$ cat config.mk
export PLATFORM = sky130hd
export DESIGN_NAME = shdm_top
export DESIGN_NICKNAME = d
export VERILOG_FILES = /design/src/shdm_pkg.sv /design/src/shdm_step_if.sv /design/src/shdm_quad_dec.sv /design/src/shdm_rev_cnt.sv /design/src/shdm_top.sv
export VERILOG_INCLUDE_DIRS = /design/src /design/src/src
export SDC_FILE = /design/constraint.sdc
export NUM_CORES = 2
export LEC_CHECK = 0
export BUFFER_PORTS_ARGS = -buffer_cell sky130_fd_sc_hd__buf_2
export CORE_AREA = 3 3 291 293
export CTS_CLUSTER_SIZE = 12
export DETAILED_ROUTE_END_ITERATION = 8
export DIE_AREA = 0 0 294 296
export GPL_TIMING_DRIVEN = 0
export HOLD_SLACK_MARGIN = 0.15
export PLACE_DENSITY = 0.79
export SLEW_MARGIN = 10
export SYNTH_ARGS = -nofsm -noshare
export SYNTH_HDL_FRONTEND = slang
export SYNTH_SLANG_ARGS = --single-unit
$ cat constraint.sdc
create_clock -name ref_clk_i -period 10.95 [get_ports ref_clk_i]
set_clock_uncertainty 0.1 [all_clocks]
set_input_delay 1.095 -clock ref_clk_i [delete_from_list [all_inputs] [get_ports ref_clk_i]]
set_output_delay 1.095 -clock ref_clk_i [all_outputs]
set_load 0.005 [all_outputs]
$ cat src/shdm_params.svh
// Register offsets, field positions, reset values and limits of the monitor
`ifndef SHDM_PARAMS_SVH
`define SHDM_PARAMS_SVH
`define SHDM_OFS_CTRL 12'h000
`define SHDM_OFS_NUM 12'h004
`define SHDM_OFS_DEN 12'h008
`define SHDM_OFS_LIMIT 12'h00c
`define SHDM_OFS_TURNS 12'h010
`define SHDM_OFS_STATUS 12'h014
`define SHDM_OFS_SCALE 12'h018
`define SHDM_OFS_ENC 12'h01c
`define SHDM_OFS_DEV 12'h020
`define SHDM_OFS_INT 12'h024
`define SHDM_OFS_MASK 12'h028
`define SHDM_CTRL_ACLR_BIT 4
`define SHDM_INT_EXCESS 0
`define SHDM_INT_PERIODIC 1
`define SHDM_INT_EVENT 2
`define SHDM_RST_NUM 24'h000000
`define SHDM_RST_DEN 24'h000001
`define SHDM_RST_LIMIT 28'h0003e80
`define SHDM_RST_TURNS 7'h00
`define SHDM_NUM_MAX 24'h800000
`define SHDM_LIMIT_MAX 28'h8000000
`define SHDM_TURNS_MAX 7'h64
`endif

$ cat src/shdm_pkg.sv
// Types and phase decoding shared by the monitor modules
package shdm_pkg;
  typedef logic signed [63:0] shdm_dev_t;
  typedef enum logic [1:0] {
    SHDM_APB_IDLE = 2'b01,
    SHDM_APB_RESP = 2'b10
  } shdm_apb_e;
  typedef struct packed {
    logic [1:0] s1;
    logic [1:0] s2;
    logic [1:0] prev;
    logic [2:0] arm;
    logic up;
    logic dn;
  } shdm_qd_s;
  typedef struct packed {
    logic signed [24:0] pos;
    logic [6:0] done;
    logic clr;
  } shdm_rev_s;
  typedef struct packed {
    shdm_apb_e apb_st;
    logic [31:0] prdata;
    logic pready;
    logic pslverr;
    logic [1:0] dir_inv;
    logic [23:0] num;
    logic [23:0] den;
    logic [27:0] limit;
    logic [6:0] turns;
    logic [2:0] int_sts;
    logic [2:0] int_mask;
    logic irq;
    logic [31:0] scale_pos;
    logic [31:0] enc_pos;
    shdm_dev_t dev;
    logic [51:0] thresh;
    logic err;
  } shdm_top_s;

  // Phase pair change {a,b} old to new; returns {up,dn}
  function automatic logic [1:0] shdm_quad_step(input logic [1:0] p, input logic [1:0] c);
    case ({p, c})
      4'h2, 4'hb, 4'hd, 4'h4: shdm_quad_step = 2'b01;
      4'h1, 4'h7, 4'he, 4'h8: shdm_quad_step = 2'b10;
      default: shdm_quad_step = 2'b00;
    endcase
  endfunction
endpackage

$ cat src/shdm_step_if.sv
// Count step pulses from a quadrature decoder
`timescale 1ns/100ps
interface shdm_step_if;
  logic up;
  logic dn;
  modport src (output up, output dn);
  modport snk (input up, input dn);
endinterface

$ cat src/shdm_quad_dec.sv
// Quadrature decoder with pin synchroniser and count sense swap
`timescale 1ns/100ps
module shdm_quad_dec
  import shdm_pkg::*;
(
  // Clock and reset
  input wire logic clk_i,
  input wire logic rst_n_i,
  // Phase pins and sense
  input wire logic phase_a_i,
  input wire logic phase_b_i,
  input wire logic invert_i,
  // Count steps
  shdm_step_if.src step
);
  shdm_qd_s st;
  shdm_qd_s next_st;
  logic [1:0] dir;

  // Synchronise pins, decode legal changes, swap sense on request
  always_comb
  begin
    next_st = st;
    next_st.s1 = {phase_a_i, phase_b_i};
    next_st.s2 = st.s1;
    next_st.prev = st.s2;
    next_st.arm = {st.arm[1:0], 1'b1};
    dir = st.arm[2] ? shdm_quad_step(st.prev, st.s2) : 2'b00;
    next_st.up = invert_i ? dir[0] : dir[1];
    next_st.dn = invert_i ? dir[1] : dir[0];
  end

  // State register
  always_ff @(posedge clk_i or negedge rst_n_i)
  begin
    if (!rst_n_i)
      st <= '0;
    else
      st <= next_st;
  end

  assign step.up = st.up;
  assign step.dn = st.dn;
endmodule

$ cat src/shdm_rev_cnt.sv
// Motor turn counter that requests the periodic deviation clear
`timescale 1ns/100ps
module shdm_rev_cnt
  import shdm_pkg::*;
#(
  parameter int unsigned ENC_RES = 8388608
)
(
  // Clock and reset
  input wire logic clk_i,
  input wire logic rst_n_i,
  // Encoder steps and setting
  shdm_step_if.snk enc,
  input wire logic [6:0] turns_i,
  input wire logic restart_i,
  // Periodic clear pulse
  output logic clr_o
);
  localparam logic signed [24:0] RES = 25'(ENC_RES);
  shdm_rev_s st;
  shdm_rev_s next_st;

  // Resolution must fit the signed turn position
  if (ENC_RES < 2 || ENC_RES > 8388608)
  begin : g_bad_res
    $error("ENC_RES out of range");
  end

  // Count encoder steps into whole turns in either direction
  always_comb
  begin
    next_st = st;
    next_st.clr = 1'b0;
    if (enc.up)
      next_st.pos = st.pos + 25'sh0000001;
    if (enc.dn)
      next_st.pos = st.pos - 25'sh0000001;
    if (next_st.pos == RES || next_st.pos == -RES)
    begin
      next_st.pos = '0;
      next_st.done = st.done + 7'h01;
    end
    if (turns_i != 7'h00 && next_st.done >= turns_i)
    begin
      next_st.clr = 1'b1;
      next_st.done = '0;
    end
    if (restart_i)
    begin
      next_st.pos = '0;
      next_st.done = '0;
      next_st.clr = 1'b0;
    end
    else if (turns_i == 7'h00)
      next_st.done = '0;
  end

  // State register
  always_ff @(posedge clk_i or negedge rst_n_i)
  begin
    if (!rst_n_i)
      st <= '0;
    else
      st <= next_st;
  end

  assign clr_o = st.clr;
endmodule

$ cat src/shdm_top.sv
// Top of the full-closed hybrid deviation monitor with APB registers
//
// Design decisions made here: the APB slave port and the register addresses.
`timescale 1ns/100ps
`include "shdm_params.svh"
// Overview of operation
// - Non-inverted scale counts down when B lags A, up when B leads
// - Inverted scale swaps the counting sense of the scale counter
// - Ratio numerator is accepted from zero to two to the 23rd
// - A zero numerator is replaced by the encoder resolution
// - Ratio denominator runs one to two to the 23rd; zero is refused
// - Deviation beyond the limit raises the excess error
// - Limit is counted in command units, here encoder counts
// - Deviation cleared every programmed number of turns, zero to 100
// - A turn setting of zero disables periodic clearing
// - Turns are counted from encoder pulses, never scale pulses
// - Absolute system power-up initialisation clears the deviation
// - Fieldbus change from init to pre-operational clears the deviation
// - Completed homing clears the deviation
// - Completed setup-tool functions clear the deviation
// - A raised command fault clears the deviation
// - Direction setting: 0 normal, 1 inverted, others reserved
module shdm_top
  import shdm_pkg::*;
#(
  parameter int unsigned ENC_RES = 8388608
)
(
  // Clock and reset
  input wire logic ref_clk_i,
  input wire logic rst_n_i,
  // APB slave
  input wire logic psel_i,
  input wire logic penable_i,
  input wire logic pwrite_i,
  input wire logic [11:0] paddr_i,
  input wire logic [31:0] pwdata_i,
  output logic [31:0] prdata_o,
  output logic pready_o,
  output logic pslverr_o,
  // Scale and encoder pins
  input wire logic scale_phase_a_i,
  input wire logic scale_phase_b_i,
  input wire logic enc_phase_a_i,
  input wire logic enc_phase_b_i,
  // Position initialisation events
  input wire logic abs_init_i,
  input wire logic esm_preop_i,
  input wire logic homing_done_i,
  input wire logic setup_done_i,
  input wire logic command_fault_i,
  // Protection and interrupt
  output logic hybrid_err_o,
  output logic irq_o
);
  localparam shdm_top_s TOP_RST = '{
    apb_st: SHDM_APB_IDLE,
    num: `SHDM_RST_NUM,
    den: `SHDM_RST_DEN,
    limit: `SHDM_RST_LIMIT,
    turns: `SHDM_RST_TURNS,
    default: '0
  };

  shdm_top_s st;
  shdm_top_s next_st;
  logic [1:0] rst_q;
  logic rst_n;
  logic scale_inv;
  logic clr_evt;
  logic turn_clr;
  logic excess;
  logic aclr;
  logic [2:0] rd_clr;
  logic [2:0] set_v;
  logic [23:0] num_eff;
  logic [31:0] rd_data;
  shdm_dev_t num_w;
  shdm_dev_t den_w;
  shdm_dev_t step;
  shdm_dev_t mag;

  shdm_step_if sc_s();
  shdm_step_if enc_s();

  // Resolution must fit the numerator field
  if (ENC_RES < 2 || ENC_RES > 8388608)
  begin : g_bad_res
    $error("ENC_RES out of range");
  end

  // Reset release through two flops
  always_ff @(posedge ref_clk_i or negedge rst_n_i)
  begin
    if (!rst_n_i)
      rst_q <= 2'b00;
    else
      rst_q <= {rst_q[0], 1'b1};
  end

  assign rst_n = rst_q[1];

  // Reserved direction codes count as non-inverted
  assign scale_inv = (st.dir_inv == 2'b01);

  // Position initialisation events
  assign clr_evt = abs_init_i
    | esm_preop_i
    | homing_done_i
    | setup_done_i
    | command_fault_i;

  // Load-side scale decoder
  shdm_quad_dec u_scale (
    .clk_i(ref_clk_i),
    .rst_n_i(rst_n),
    .phase_a_i(scale_phase_a_i),
    .phase_b_i(scale_phase_b_i),
    .invert_i(scale_inv),
    .step(sc_s)
  );

  // Motor encoder decoder
  shdm_quad_dec u_enc (
    .clk_i(ref_clk_i),
    .rst_n_i(rst_n),
    .phase_a_i(enc_phase_a_i),
    .phase_b_i(enc_phase_b_i),
    .invert_i(1'b0),
    .step(enc_s)
  );

  // Turn counter driven by the encoder only
  shdm_rev_cnt #(
    .ENC_RES(ENC_RES)
  ) u_rev (
    .clk_i(ref_clk_i),
    .rst_n_i(rst_n),
    .enc(enc_s),
    .turns_i(st.turns),
    .restart_i(clr_evt),
    .clr_o(turn_clr)
  );

  // Offsets that answer on the bus
  function automatic logic shdm_hit(input logic [11:0] a);
    case (a)
      `SHDM_OFS_CTRL, `SHDM_OFS_NUM, `SHDM_OFS_DEN, `SHDM_OFS_LIMIT,
      `SHDM_OFS_TURNS, `SHDM_OFS_STATUS, `SHDM_OFS_SCALE, `SHDM_OFS_ENC,
      `SHDM_OFS_DEV, `SHDM_OFS_INT, `SHDM_OFS_MASK: shdm_hit = 1'b1;
      default: shdm_hit = 1'b0;
    endcase
  endfunction

  // Writes whose value lies in the setting's range
  function automatic logic shdm_wr_ok(input logic [11:0] a, input logic [31:0] d);
    case (a)
      `SHDM_OFS_CTRL: shdm_wr_ok = (d[1:0] <= 2'b01);
      `SHDM_OFS_NUM: shdm_wr_ok = (d <= {8'h00, `SHDM_NUM_MAX});
      `SHDM_OFS_DEN: shdm_wr_ok = (d != 32'h0) && (d <= {8'h00, `SHDM_NUM_MAX});
      `SHDM_OFS_LIMIT: shdm_wr_ok = (d != 32'h0) && (d <= {4'h0, `SHDM_LIMIT_MAX});
      `SHDM_OFS_TURNS: shdm_wr_ok = (d <= {25'h0, `SHDM_TURNS_MAX});
      default: shdm_wr_ok = shdm_hit(a);
    endcase
  endfunction

  // Read data for the addressed register
  always_comb
  begin
    case (paddr_i)
      `SHDM_OFS_CTRL: rd_data = {30'h0, st.dir_inv};
      `SHDM_OFS_NUM: rd_data = {8'h00, st.num};
      `SHDM_OFS_DEN: rd_data = {8'h00, st.den};
      `SHDM_OFS_LIMIT: rd_data = {4'h0, st.limit};
      `SHDM_OFS_TURNS: rd_data = {25'h0, st.turns};
      `SHDM_OFS_STATUS: rd_data = {31'h0, st.err};
      `SHDM_OFS_SCALE: rd_data = st.scale_pos;
      `SHDM_OFS_ENC: rd_data = st.enc_pos;
      `SHDM_OFS_DEV: rd_data = st.dev[31:0];
      `SHDM_OFS_INT: rd_data = {29'h0, st.int_sts};
      `SHDM_OFS_MASK: rd_data = {29'h0, st.int_mask};
      default: rd_data = 32'h0;
    endcase
  end

  // Deviation magnitude against the limit in encoder counts
  assign mag = st.dev[63] ? -st.dev : st.dev;
  assign excess = (mag > {12'h000, st.thresh});

  // Next state of the monitor
  always_comb
  begin
    next_st = st;
    aclr = 1'b0;
    rd_clr = 3'b000;
    num_eff = (st.num == 24'h000000) ? 24'(ENC_RES) : st.num;
    num_w = {40'h0, num_eff};
    den_w = {40'h0, st.den};
    step = '0;
    next_st.pready = 1'b0;
    // Bus slave with one wait cycle
    case (st.apb_st)
      SHDM_APB_IDLE:
      begin
        if (psel_i && penable_i)
        begin
          next_st.apb_st = SHDM_APB_RESP;
          next_st.pready = 1'b1;
          next_st.prdata = pwrite_i ? 32'h0 : rd_data;
          next_st.pslverr = pwrite_i ? !shdm_wr_ok(paddr_i, pwdata_i) : !shdm_hit(paddr_i);
        end
      end
      SHDM_APB_RESP:
      begin
        next_st.apb_st = SHDM_APB_IDLE;
        next_st.pslverr = 1'b0;
        if (psel_i && penable_i && !st.pslverr)
        begin
          if (pwrite_i)
          begin
            case (paddr_i)
              `SHDM_OFS_CTRL:
              begin
                next_st.dir_inv = pwdata_i[1:0];
                aclr = pwdata_i[`SHDM_CTRL_ACLR_BIT];
              end
              `SHDM_OFS_NUM: next_st.num = pwdata_i[23:0];
              `SHDM_OFS_DEN: next_st.den = pwdata_i[23:0];
              `SHDM_OFS_LIMIT: next_st.limit = pwdata_i[27:0];
              `SHDM_OFS_TURNS: next_st.turns = pwdata_i[6:0];
              `SHDM_OFS_MASK: next_st.int_mask = pwdata_i[2:0];
              default: next_st.int_mask = st.int_mask;
            endcase
          end
          else if (paddr_i == `SHDM_OFS_INT)
            rd_clr = st.prdata[2:0];
        end
      end
      default: next_st.apb_st = SHDM_APB_IDLE;
    endcase
    // Raw position counters, never cleared
    if (sc_s.up)
      next_st.scale_pos = st.scale_pos + 32'h00000001;
    if (sc_s.dn)
      next_st.scale_pos = st.scale_pos - 32'h00000001;
    if (enc_s.up)
      next_st.enc_pos = st.enc_pos + 32'h00000001;
    if (enc_s.dn)
      next_st.enc_pos = st.enc_pos - 32'h00000001;
    // Encoder times num less scale times den
    if (enc_s.up)
      step = step + num_w;
    if (enc_s.dn)
      step = step - num_w;
    if (sc_s.up)
      step = step - den_w;
    if (sc_s.dn)
      step = step + den_w;
    if (clr_evt || turn_clr)
      next_st.dev = '0;
    else
      next_st.dev = st.dev + step;
    next_st.thresh = st.limit * num_eff;
    // Error latch, a new excess beats the alarm clear
    next_st.err = excess | (st.err & ~aclr);
    // Sticky events, set beats the read clear
    set_v = 3'b000;
    set_v[`SHDM_INT_EXCESS] = excess & ~st.err;
    set_v[`SHDM_INT_PERIODIC] = turn_clr;
    set_v[`SHDM_INT_EVENT] = clr_evt;
    next_st.int_sts = (st.int_sts & ~rd_clr) | set_v;
    next_st.irq = |(next_st.int_sts & next_st.int_mask);
  end

  // State register
  always_ff @(posedge ref_clk_i or negedge rst_n)
  begin
    if (!rst_n)
      st <= TOP_RST;
    else
      st <= next_st;
  end

  // Outputs straight from the state register
  assign prdata_o = st.prdata;
  assign pready_o = st.pready;
  assign pslverr_o = st.pslverr;
  assign hybrid_err_o = st.err;
  assign irq_o = st.irq;
endmodule

==> flow_summary.ini <==
[run_status]
status = finished with violations
violations = DRC

[final_layout]
final_util_pct = 64.0
instances_no_fill = 6856
drive_above_1_share_pct = 6.25
design_area_um2 = 52500
fin_nets = 6807
fillCellCount = 6823
area_growth_pct = 6.96

[sta]
relSlewSlack_pct = 17.2
setup_viol = 0
worstMarginPinSlew_ns = 1.23
hold_viol = 0
layout_setup_ws_ns = 0.435
report.final.slew_viol_count = 0
fin_crit_ns = 10.51
post-route-period-util_pct = 96.0
fmax_mhz = 95.1
setup_tns_ns = 0
rsz0062_at_grt = false

[global_routing]
met2_usage_pct = 55.8
track_usage_pct = 38.1
grt_most_used_layer = met2
globalRouteMet1Util_pct = 51.0
grt_max_degree = 64
grt_pass1_vias = 42700
grt-ovfl-total = 0
grtUsageMet3_pct = 13.3
antenna_found_initial = 13
grt_first_pass_wirelength_um = 252000

[logic_synthesis]
async_flop_share_pct = 100
synth_area_leaders = fa_1, dfrtp_1, ha_1, inv_1, nand2_1
post-synth-top-count-cell = inv_1
synth_seq_cells = 362
synth_ff_type = dfrtp_1
yosysWarnings = 0
synth_common_cells = inv_1, nand2_1, fa_1
synth.cell_area_um2 = 49100
yosysTopAreaCellShare_pct = 23.4
synthDistinctLibCells = 94
yosysSeqAreaShare_pct = 18.5
avgSynthCellArea_um2 = 8.76
synth_top_area_cell = fa_1
synth_edf_count = 0
postSynthCellCount = 5605

[critical_path]
cpMaxStageDelayCell = o41ai_2
worstSetupPathType = reg -> reg
slowest_delay_ns = 0.52
path_max_fanout = 10
cp.arrival_ns = 10.90
cp_data_required_time_ns = 11.34
end_kind = register
cp-start-kind = register

[drt]
vias = 43500
wl_per_cell_um = 24.3
ant_nets = 0
vias_per_cell = 6.34
drt_iter0_markers = 4988
firstDrtPassIters = 9
drc = 2
wirelength_um = 167000

[clock_tree]
cts_made_buffers = 41
cts_sinks = 362
cts_tree = yes
cts.reportedPaths.clkPinSlew_ns = 0.06
insertion_delay_ns = 0.60
ctsLongestPathBuffers = 3
cts_root_buffer = clkbuf_16
h-tree-depth = 2

[floorplanning]
core_um2 = 82100
start_util_pct = 59.8
io-pin-count = 94
rows = 105
die_w_um = 294
die_area_um2 = 87000
dieHeight_um = 296

[placed_design]
place_area_um2 = 51100
dp_slack_ns = -0.524
gp_congestion = 1.07
dp_hpwl_um = 134000
portBuffers = 91
dp_cells = 6773

[power_and_ir_drop]
p_per_area_nw_per_um2 = 80.5
ir_drop_v = 0.000132
p_leak_nw = 25.5

[flow_run]
drv_cap = 0

[min_path]
holdCritPathClass = in -> async
## flip-flops by register name (all words and copies together), names as in the netlist, 2 cells and up
register         count
st                 249
u_enc.next_st        6
u_enc.st             3
rst_q                2
u_rev.st            31
u_scale.next_st      4
u_scale.st           2
den_w               24
prdata_o            32
## layer usage
metal  vias to the layer above  share of wire [%]
met1                     21300                 39
met2                      2661                 42
li1                      19000                  -
met5                         -              0.052
met3                       569                 14
met4                        12                5.7
## where the power goes
| part | internal [mW] | switching [mW] |
|---|---|---|
| Clock | 0.843 | 0.626 |
| Combinational | 0.462 | 0.682 |
| Sequential | 1.45 | 0.161 |
| Total | 2.76 | 1.47 |
## per-stage QoR
step | hold slack, ns | total power [mW]
2_1_floorplan | 0.231 | 2.43
3_3_place_gp | 0.234 | 2.71
3_5_place_dp | 0.236 | 2.75
4_1_cts | 0.166 | 4.21
5_1_grt | 0.168 | 4.42
6_report | 0.175 | 4.23
## what timing repair did
action                                 4_1_cts  5_1_grt
pin swaps                                    1        1
endpoints found under the hold margin        0        0
setup endpoints to repair                   10       23
resized for setup                            4       10
hold buffers                                 0        0
setup buffers                                0        2
## final cells by class
| cell class | instances | area (um^2) | area share [%] |
|---|---|---|---|
| clock buffers | 61 | 1170 | 2.23 |
| inverters | 699 | 2630 | 5.00 |
| repair buffers | 99 | 621 | 1.18 |
| plain buffers | 300 | 1260 | 2.39 |
| multi-input cells | 4244 | 36200 | 68.9 |
| clock inverters | 15 | 213 | 0.405 |
| flip-flops and latches | 362 | 9080 | 17.3 |
| diodes | 6 | 15.0 | 0.0286 |
| well taps | 1070 | 1340 | 2.55 |
## worst max-delay path: cells and delay by family, from the launching register on
family                     cells  cell delay, ns
AOI/OAI and AO/OA             23            6.12
DFF                            1            0.36
muxes                          1            0.20
and+or+nand+nor                5            1.02
adders and majority gates      4            1.05
buffers and inverters          6            1.56
## layout by cell type (no fill, tap or decap), types with 33 or more instances in the layout
| cell | n |
|---|---|
| nand4_1 | 50 |
| inv_1 | 697 |
| buf_2 | 97 |
| a222oi_1 | 49 |
| dfrtp_1 | 351 |
| ha_1 | 427 |
| o21a_1 | 41 |
| a21oi_1 | 311 |
| clkbuf_16 | 42 |
| o21ai_0 | 224 |
| and2_1 | 284 |
| nor2b_1 | 42 |
| fa_1 | 575 |
| o21bai_1 | 35 |
| nand3_1 | 70 |
| xnor2_1 | 165 |
| or3_1 | 33 |
| a21o_1 | 145 |
| nor2_1 | 319 |
| clkbuf_1 | 259 |
| mux2_2 | 99 |
| buf_4 | 34 |
| nor4_1 | 39 |
| nor3_1 | 91 |
| xor2_1 | 109 |
| a31oi_1 | 37 |
| nand2_1 | 683 |
| nand2b_1 | 43 |
## cell families (layout without fill, tap and decap cells)
family | count (synthesis) | after routing | share of synthesized area (%)
simple gates | 1754 | 1754 | 17.2
compound gates | 1095 | 1095 | 14.6
fa+ha+maj | 1002 | 1002 | 34.3
buf+inv | 1000 | 1174 | 7.90
flops | 362 | 362 | 18.5
xor+xnor | 274 | 274 | 4.89
mux | 117 | 117 | 2.64
other cells | 1 | 8 | 0.00764
## final timing paths
path	from	end	slack [ns]	cells after the start
setup / recovery	u_enc.step.up$_DFF_PN0_	st[109]$_DFF_PN0_	0.44	39
hold / removal	rst_n_i	rst_q[1]$_DFF_PN0_	0.18	1
setup reg to reg	u_enc.step.up$_DFF_PN0_	st[109]$_DFF_PN0_	0.44	39
hold reg to reg	rst_q[0]$_DFF_PN0_	rst_q[1]$_DFF_PN0_	0.25	0
max in group asynchronous	rst_q[1]$_DFF_PN0_	u_rev.st[21]$_DFF_PN0_	8.76	4
min in group ref_clk_i	rst_q[0]$_DFF_PN0_	rst_q[1]$_DFF_PN0_	0.25	0
Note: power is estimated with default switching activity, not from simulation.
